[src/common/spv_pkg.sv]
// package: constants and carrier types for the port-info vital-data page responder
`default_nettype none
package spv_pkg;
  localparam logic [7:0] SPV_PAGE_LU          = 8'h90;
  localparam logic [7:0] SPV_PAGE_PORT        = 8'h91;
  localparam logic [2:0] SPV_QUALIFIER        = 3'h0;
  localparam logic [4:0] SPV_DEV_TYPE         = 5'h00;
  localparam logic [15:0] SPV_PAGE_LEN        = 16'h0018;
  localparam logic [15:0] SPV_DESC_LEN        = 16'h0004;
  localparam logic [3:0] SPV_PROTO_SAS        = 4'h6;
  localparam logic [15:0] SPV_REL_PORT_A      = 16'h0001;
  localparam logic [15:0] SPV_REL_PORT_B      = 16'h0002;
  localparam logic [7:0] SPV_PHY_ID_A         = 8'h00;
  localparam logic [7:0] SPV_PHY_ID_B         = 8'h01;
  localparam logic       SPV_RETRY_CTRL_SUP   = 1'b0;
  localparam logic       SPV_PWR_DIS_SUP      = 1'b1;
  localparam logic       SPV_PERSIST_CAP      = 1'b0;
  // page layout: header 4 bytes, two 12-byte descriptors
  localparam logic [4:0] SPV_HDR_BYTES        = 5'h04;
  localparam logic [4:0] SPV_DESC_BYTES       = 5'h0C;
  localparam logic [4:0] SPV_LAST_BYTE        = 5'h1B;
  localparam logic [7:0] SPV_ZERO             = 8'h00;

  typedef struct packed {
    logic       valid;
    logic [7:0] page_code;
  } spv_req_t;

  typedef struct packed {
    logic       valid;
    logic       last;
    logic [4:0] index;
    logic [7:0] data;
  } spv_byte_t;
endpackage : spv_pkg
`default_nettype wire

[src/spv_desc_rom.sv]
// per-port descriptor byte generator for both page kinds
`default_nettype none
module spv_desc_rom (
  input  wire logic       port_sel,
  input  wire logic       port_page,
  input  wire logic [3:0] offset,
  output var  logic [7:0] data
);
  import spv_pkg::*;

  logic [15:0] rel_port;
  logic [7:0]  phy_id;

  always_comb begin
    rel_port = port_sel ? SPV_REL_PORT_B : SPV_REL_PORT_A;
    phy_id   = port_sel ? SPV_PHY_ID_B : SPV_PHY_ID_A;
    data     = SPV_ZERO;
    case (offset)
      4'h0: data = rel_port[15:8];
      4'h1: data = rel_port[7:0];
      4'h2: data = {4'h0, SPV_PROTO_SAS};
      4'h3: data = port_page ? {7'h00, SPV_PWR_DIS_SUP} : SPV_ZERO;
      4'h6: data = SPV_DESC_LEN[15:8];
      4'h7: data = SPV_DESC_LEN[7:0];
      4'h8: data = port_page ? SPV_ZERO : {7'h00, SPV_RETRY_CTRL_SUP};
      4'h9: data = port_page ? phy_id : SPV_ZERO;
      4'hB: data = port_page ? {7'h00, SPV_PERSIST_CAP} : SPV_ZERO;
      default: data = SPV_ZERO;
    endcase
  end
endmodule // spv_desc_rom
`default_nettype wire

[src/spv_responder.sv]
// response byte streamer for the logical-unit and port information pages
`default_nettype none
module spv_responder (
  input  wire logic              clk,
  input  wire logic              rst_n,
  input  wire spv_pkg::spv_req_t req,
  output logic                   req_ready,
  output logic                   req_reject,
  input  wire logic              out_ready,
  output spv_pkg::spv_byte_t     out_byte
);
  import spv_pkg::*;

  typedef enum logic [0:0] {
    SPV_IDLE = 1'b0,
    SPV_SEND = 1'b1
  } spv_state_t;

  ////////////////////////////////////////////////////////////////////////
  // state
  spv_state_t state_q, state_d;
  logic [4:0] idx_q, idx_d;
  logic [7:0] page_q, page_d;
  logic       reject_q, reject_d;
  spv_byte_t  out_q, out_d;

  logic       port_page;
  logic       port_sel;
  logic [4:0] rel;
  logic [3:0] desc_off;
  logic [7:0] desc_data;
  logic [7:0] hdr_data;
  logic       supported;
  logic       advance;

  function automatic logic page_ok(input logic [7:0] code);
    page_ok = (code == SPV_PAGE_LU) || (code == SPV_PAGE_PORT);
  endfunction

  ////////////////////////////////////////////////////////////////////////
  // byte selection
  always_comb begin
    port_page = (page_q == SPV_PAGE_PORT);
    rel       = idx_q - SPV_HDR_BYTES;
    port_sel  = (rel >= SPV_DESC_BYTES);
    desc_off  = port_sel ? 4'(rel - SPV_DESC_BYTES) : rel[3:0];
    case (idx_q[1:0])
      2'h0: hdr_data = {SPV_QUALIFIER, SPV_DEV_TYPE};
      2'h1: hdr_data = page_q;
      2'h2: hdr_data = SPV_PAGE_LEN[15:8];
      default: hdr_data = SPV_PAGE_LEN[7:0];
    endcase
  end

  spv_desc_rom u_desc (
    .port_sel  (port_sel),
    .port_page (port_page),
    .offset    (desc_off),
    .data      (desc_data)
  );

  ////////////////////////////////////////////////////////////////////////
  // sequencer; one page at a time, later requests wait on req_ready
  always_comb begin
    supported = page_ok(req.page_code);
    advance   = !out_q.valid || out_ready;
    state_d   = state_q;
    idx_d     = idx_q;
    page_d    = page_q;
    reject_d  = 1'b0;
    out_d     = out_q;
    if (out_q.valid && out_ready) begin
      out_d.valid = 1'b0;
      out_d.last  = 1'b0;
    end
    case (state_q)
      SPV_IDLE: begin
        if (req.valid) begin
          if (supported) begin
            page_d  = req.page_code;
            idx_d   = 5'h00;
            state_d = SPV_SEND;
          end else begin
            // other pages belong to another responder
            reject_d = 1'b1;
          end
        end
      end
      SPV_SEND: begin
        if (advance) begin
          out_d.valid = 1'b1;
          out_d.index = idx_q;
          out_d.data  = (idx_q < SPV_HDR_BYTES) ? hdr_data : desc_data;
          out_d.last  = (idx_q == SPV_LAST_BYTE);
          idx_d       = idx_q + 5'h01;
          if (idx_q == SPV_LAST_BYTE) begin
            state_d = SPV_IDLE;
          end
        end
      end
      default: state_d = SPV_IDLE;
    endcase
  end

  always_ff @(posedge clk or negedge rst_n) begin
    if (!rst_n) begin
      state_q  <= SPV_IDLE;
      idx_q    <= 5'h00;
      page_q   <= 8'h00;
      reject_q <= 1'b0;
      out_q    <= '0;
    end else begin
      state_q  <= state_d;
      idx_q    <= idx_d;
      page_q   <= page_d;
      reject_q <= reject_d;
      out_q    <= out_d;
    end
  end

  assign req_ready  = (state_q == SPV_IDLE);
  assign req_reject = reject_q;
  assign out_byte   = out_q;
endmodule // spv_responder
`default_nettype wire

[config.mk]
export PLATFORM = sky130hd
export DESIGN_NAME = spv_responder
export DESIGN_NICKNAME = d
export VERILOG_FILES = /design/src/common/spv_pkg.sv /design/src/spv_desc_rom.sv /design/src/spv_responder.sv
export SDC_FILE = /design/constraint.sdc
export NUM_CORES = 1
export LEC_CHECK = 0
export ABC_AREA = 1
export BUFFER_PORTS_ARGS = -buffer_cell sky130_fd_sc_hd__buf_2
export CAP_MARGIN = 10
export CORE_MARGIN = 2
export CORE_UTILIZATION = 40
export DETAILED_ROUTE_END_ITERATION = 7
export SYNTH_ARGS = -nofsm -noshare
export SYNTH_HDL_FRONTEND = slang
export SYNTH_SLANG_ARGS = --single-unit
[constraint.sdc]
create_clock -name clk -period 2.8 [get_ports clk]
set_clock_uncertainty 0.05 [all_clocks]
set_input_delay 0 -clock clk [delete_from_list [all_inputs] [get_ports clk]]
set_output_delay 0 -clock clk [all_outputs]
set_load 0.02 [all_outputs]
==> results.cfg, run 1 <==
[grt]
grt_pass1_vias = 1290
grt_usage = 0.1825
antenna_found_initial = 0
grt_max_degree = 31
grt_overflow = 0
grt_first_pass_wirelength_um = 5747

[floorplanning]
die_h_um = 65.12
fp.dieArea_mm2 = 0.004240
fp.coreArea_mm2 = 0.003633
rows = 22
io_pins = 29
fp.dieW_um = 65.12
start_util = 0.4112

[placed_design]
dp_hpwl_um = 2353
place.port_buffers = 28
routabilityCongestion = 0.8159
pre_cts_ws_ps = 734.6

[clocking]
cts_root_buf = clkbuf_8
cts_tree = built
cts_sinks = 30
insertion_delay_ps = 280
cts-buffers-inserted = 5
post-cts-setup-buffers = 0
path_clk_slew_ps = 60
clk_path_buf_depth = 2
cts_hold_buf = 4
cts.repair.resized = 0
htreeDepth = 2

[synth]
ys_seq_area_frac = 0.5025
syn_inst = 172
netlist_area_mm2 = 0.001494
yosysWarnings = 0
yosysUniqueCellTypes = 25
syn_nets = 193
ys_seq_elements = 30
post_synth.cell_area_avg_um2 = 8.686

[power_and_ir_drop]
internal_power_uw = 878.5
power_frac_comb = 0.319
clkPwrFrac = 0.256
p_sw_frac = 0.3653
power.switching_uw = 505.7
vdd_drop_max_mv = 0.2889
p_per_area_mw_per_mm2 = 763.5
p_leak_nw = 0.9976
power_frac_seq = 0.425

[route]
vias = 1258
drc = 0
antenna_left = 0
wl_per_cell_um = 12.19
first_pass_iters = 4
routed_wl_um = 3145
drtIter0Drc = 65
vias_per_cell = 4.876

[timing]
worst_slack_ps = 712.2
worstMarginPinSlew_ps = 655.9
tns_ps = 0
fin_crit_ps = 2088
relSlewSlack = 0.5627
period_share = 0.7456
setup_viol = 0
rsz0062_at_grt = false
finalHoldViolations = 0
slew_viol_final = 0
max_freq_mhz = 479.0

[final_layout]
nNetsFinal = 230
fillers = 353
final_core_util = 0.4990
layout-drive-gt1-share = 0.2286
synthToLayoutAreaGrowth_pct = 21.36
antenna_cells = 0

[setup_path]
cp.required_ps = 2920
cp.arrival_ps = 2210
path_max_fanout = 9
crit_type = reg2reg
endpoint_kind = register
r2r-end = out_byte[1]$_DFFE_PN0P_
crit_path_start_kind = register
rrSetupSlack_ps = 710
ff2ff_path_depth = 11
r2r-start = idx_q[2]$_DFFE_PN0P_
critPathLaunch = idx_q[2]$_DFFE_PN0P_

[worst_hold_path]
min_path_cells = 4
worstHoldStart = out_ready
hold_class = in2reg
worstHoldEndpoint = out_byte[14]$_DFF_PN0_

[run]
max_cap_violations = 0

[run_status]
status = complete, no violations
-- power by group through the flow --
stage	registers, mW	clock network (mW)	logic (mW)
final	0.588	0.354	0.442
after CTS	0.589	0.362	0.446
after detailed placement	0.597	0	0.440
after global routing	0.605	0.391	0.505
after global placement	0.593	0	0.430
after floorplan	0.676	0	0.217
-- synth_stat cells (all sizes together) --
library cell | count | area share
nand4 | 6 | 0.025
nor3 | 2 | 0.010
a21oi | 1 | 0.0059
ha | 9 | 0.075
o21ai | 13 | 0.044
nand3 | 16 | 0.057
xor2 | 2 | 0.012
a22oi | 2 | 0.010
o22ai | 1 | 0.0042
o21bai | 1 | 0.0050
buf | 2 | 0.0084
nand2 | 43 | 0.11
nor2 | 16 | 0.049
o31ai | 1 | 0.0050
dfrtp | 30 | 0.50
inv | 25 | 0.063
o211ai | 2 | 0.010
-- per-stage QoR --
step | cells | total power, mW | hold slack, ps | cell area, um^2
4_1_cts | 258 | 1.397 | 1.774 | 1813
3_5_place_dp | 246 | 1.037 | 22.95 | 1682
6_report | 258 | 1.384 | 1.903 | 1813
2_1_floorplan | 172 | 0.8927 | -345.6 | 1494
3_3_place_gp | 246 | 1.023 | 22.20 | 1682
5_1_grt | 258 | 1.501 | 45.07 | 1813
-- layout make-up --
cell class | count | area, um^2 | share of cell area
multi-input combinational | 115 | 636.9 | 0.3513
timing repair buffer | 32 | 180.2 | 0.09938
inverter | 25 | 93.84 | 0.05176
clock inverter | 1 | 5.005 | 0.002761
clock buffer | 7 | 86.33 | 0.04762
tap | 48 | 60.06 | 0.03313
sequential | 30 | 750.7 | 0.4141
-- state kept, by name, indices dropped and copies added (netlist names) --
| register | flops |
|---|---|
| out_byte | 15 |
| page_q | 8 |
| idx_q | 5 |
| req_reject | 1 |
| state_q | 1 |
-- worst max-delay path, cell delays in order (launching register included) --
cell and delay [ps]:
dfrtp_1 510, inv_1 190, ha_1 410, nor2_2 60, nor2_2 190, nand2_2 90, nand2_1 70, nand2_1 100
nand3_2 100, o21ai_1 70, nand3_1 80, nand2_1 50
-- cell families (layout without fill, tap and decap cells) --
logic type / after synthesis / after routing / share of synthesized area
compound gates: 21 / 21 / 0.08375
xor+xnor: 2 / 2 / 0.01173
fa+ha+maj: 9 / 9 / 0.07538
buf+inv: 27 / 65 / 0.07119
flops: 30 / 30 / 0.5025
simple gates: 83 / 83 / 0.2554
-- routing by layer --
layer / GRT usage / up-vias / wire, um
met1: 0.2196 / 580 / 1411
met5: 0 / - / 0
met4: 0.09896 / 0 / 54
met2: 0.3003 / 40 / 1499
met3: 0.04623 / 5 / 179
li1: - / 633 / -
-- how the worst max path moves through the flow --
stage / to / slack (ps) / cells past startpoint
finish: out_byte[1]$_DFFE_PN0P_ / 710 / 11
global route: out_byte[1]$_DFFE_PN0P_ / 520 / 10
CTS: out_byte[1]$_DFFE_PN0P_ / 720 / 10
detailed placement: out_byte[1]$_DFFE_PN0P_ / 730 / 10
global placement: out_byte[1]$_DFFE_PN0P_ / 870 / 11
floorplan: out_byte[2]$_DFFE_PN0P_ / 1050 / 12
-- placed cells by master, fill, tap and decap left out, types with 3 or more instances in the layout --
cell | netlist | routed
o21ai_0 | 11 | 11
nand3_1 | 15 | 15
dlygate4sd3_1 | 0 | 4
nor2_1 | 13 | 13
clkbuf_8 | 0 | 6
nand4_1 | 6 | 6
nand2_2 | 4 | 4
inv_1 | 22 | 22
inv_2 | 3 | 3
buf_2 | 1 | 28
nand2_1 | 39 | 39
dfrtp_1 | 30 | 30
ha_1 | 9 | 9
No activity file was read; power rests on OpenSTA's default activity.
==> run 2, diff against run 1 <==
==> constraint.sdc (replaced) <==
create_clock -name clk -period 2.1 [get_ports clk]
set_clock_uncertainty 0.05 [all_clocks]
set_input_delay 0 -clock clk [delete_from_list [all_inputs] [get_ports clk]]
set_output_delay 0 -clock clk [all_outputs]
set_load 0.02 [all_outputs]
==> run 2 against run 1 <==
Routed wire length grew 4.4%. Fmax is 12% higher. Non-clock buffer count increased by 3. Largest power group unchanged. Highest routed layer unchanged. Utilization grew 0.34 points. Sequential share of layout area is 0.28 points lower. Die area did not move. Via count rose by 0.16%.
==> results.cfg, run 2 (synthesis results as in run 1) <==
[setup_path]
cpMaxStageDelayCell = dfrtp_1
rrSetupSlack_ps = 240
path_cells = inv_1, ha_1, nor2_2, nor2_2, nand3_1, nand2_2, nand3_2, nand2_1, nand2_1, a21oi_2
cp.arrival_ps = 2030
crit_type = reg2reg
endpoint_kind = register
ff2ff_path_depth = 10
crit_end = out_byte[2]$_DFFE_PN0P_
critPathLaunch = idx_q[3]$_DFFE_PN0P_
crit_path_start_kind = register
r2r-end = out_byte[2]$_DFFE_PN0P_
r2r-start = idx_q[3]$_DFFE_PN0P_
cp.required_ps = 2270
path_max_fanout = 5
cpPeakStageDelay_ps = 430

[power_and_ir_drop]
p_per_area_mw_per_mm2 = 995.1
p_sw_frac = 0.3747
power.switching_uw = 680.7
power_frac_comb = 0.332
internal_power_mw = 1.136
clkPwrFrac = 0.238
p_leak_nw = 1.007
vdd_drop_max_mv = 0.4310
power_frac_seq = 0.430

[route]
wl_met1_um = 1382
drc = 0
routed_wl_um = 3282
vias = 1260
dr.max_layer_used = met4
first_pass_iters = 4
drtIter0Drc = 36
dr_wl_met2_um = 1653
vias_per_cell = 4.846
wl_met3_um = 179
wl_per_cell_um = 12.62
antenna_left = 0

[placed_design]
place.port_buffers = 28
placedCellCount = 248
dp_hpwl_um = 2444
routabilityCongestion = 0.8332

[timing]
setup_viol = 0
max_freq_mhz = 536.3
rsz0062_at_grt = false
relSlewSlack = 0.5554
worstMarginPinSlew_ps = 666.9
finalHoldViolations = 0
fin_crit_ps = 1865
holdWs_ps = 244.1
tns_ps = 0
slew_viol_final = 0
period_share = 0.8879

[final_layout]
layout-drive-gt1-share = 0.2358
fin_cells = 260
layout_common_cells = nand2_1 (39), dfrtp_1 (30), buf_2 (28), inv_1 (22), nand3_1 (15)
largest_reg_flops = 15
seq_area_um2 = 750.7
fillers = 381
synthToLayoutAreaGrowth_pct = 22.19
nNetsFinal = 233
multi_input_area_um2 = 636.9
final_common_cell = nand2_1
antenna_cells = 0

[grt]
grt_overflow = 0
grt_max_degree = 31
grt_first_pass_wirelength_um = 5678
grt_usage = 0.1800
antenna_found_initial = 0
grt_pass1_vias = 1258

[floorplanning]
fp.dieArea_mm2 = 0.004240
fp.coreArea_mm2 = 0.003633
io_pins = 29
rows = 22
die_h_um = 65.12
fp.dieW_um = 65.12
start_util = 0.4112

[clocking]
cts_sinks = 30
cts_root_buf = clkbuf_8
insertion_delay_ps = 280
clk_path_buf_depth = 2
cts-buffers-inserted = 5
cts_tree = built
post-cts-setup-buffers = 0
cts_hold_buf = 5
htreeDepth = 2
path_clk_slew_ps = 60
cts.repair.resized = 0

[run]
max_cap_violations = 0

[run_status]
status = complete, no violations

[worst_hold_path]
hold_class = in2async
run 2: cell types whose count changed in the layout (fill, tap and decap cells not counted), sizes merged:
cell,previous run,this run
buf,28,30
clkbuf,7,5
clkinv,1,2
dlygate4sd3,4,5
run 2: worst max-delay path: cells and delay by family (launching register included):
kind | cells | cell delay [ps]
AO/OA/AOI/OAI | 1 | 110
AND/OR/NAND/NOR | 7 | 720
adder cells (fa/ha/maj) | 1 | 370
buffers and inverters | 1 | 110
flip-flops | 1 | 430
run 2: how the worst min path moves through the flow:
stage           start                      end  cells past startpoint
4_1_cts         rst_n  out_byte[9]$_DFFE_PN0P_                      2
2_1_floorplan   rst_n     idx_q[0]$_DFFE_PN0P_                      0
5_1_grt        req[4]    page_q[7]$_DFFE_PN0P_                      5
6_report        rst_n     idx_q[3]$_DFFE_PN0P_                      2
3_3_place_gp    rst_n   out_byte[14]$_DFF_PN0_                      1
3_5_place_dp    rst_n   out_byte[14]$_DFF_PN0_                      1
run 2: metrics by stage:
stage	area [um^2]	setup slack [ps]	utilization	power, mW
CTS	1826	227.0	0.5024	1.840
finish	1826	235.4	0.5024	1.817
floorplan	1494	354.6	-	1.190
global placement	1697	352.0	0.4669	1.369
detailed placement	1697	238.4	0.4669	1.394
global route	1826	54.89	0.5024	1.947
run 2: area by class of cell:
cell class | count | area share
flip-flops and latches | 30 | 0.4112
well taps | 48 | 0.03290
inverters | 25 | 0.05141
repair buffers | 35 | 0.1124
clock inverters | 2 | 0.005483
clock buffers | 5 | 0.03770
multi-input cells | 115 | 0.3489
run 2: per-layer routing:
metal,vias up,GRT usage
met5,-,0
met3,9,0.05137
met4,0,0.09115
met2,37,0.2977
li1,637,-
met1,577,0.2144
run 2: power groups by stage:
| stage | sequential, mW | clock, mW | combinational, mW |
|---|---|---|---|
| global route | 0.804 | 0.474 | 0.670 |
| finish | 0.782 | 0.432 | 0.602 |
| CTS | 0.784 | 0.446 | 0.610 |
| floorplan | 0.901 | 0 | 0.289 |
| global placement | 0.786 | 0 | 0.584 |
| detailed placement | 0.793 | 0 | 0.601 |
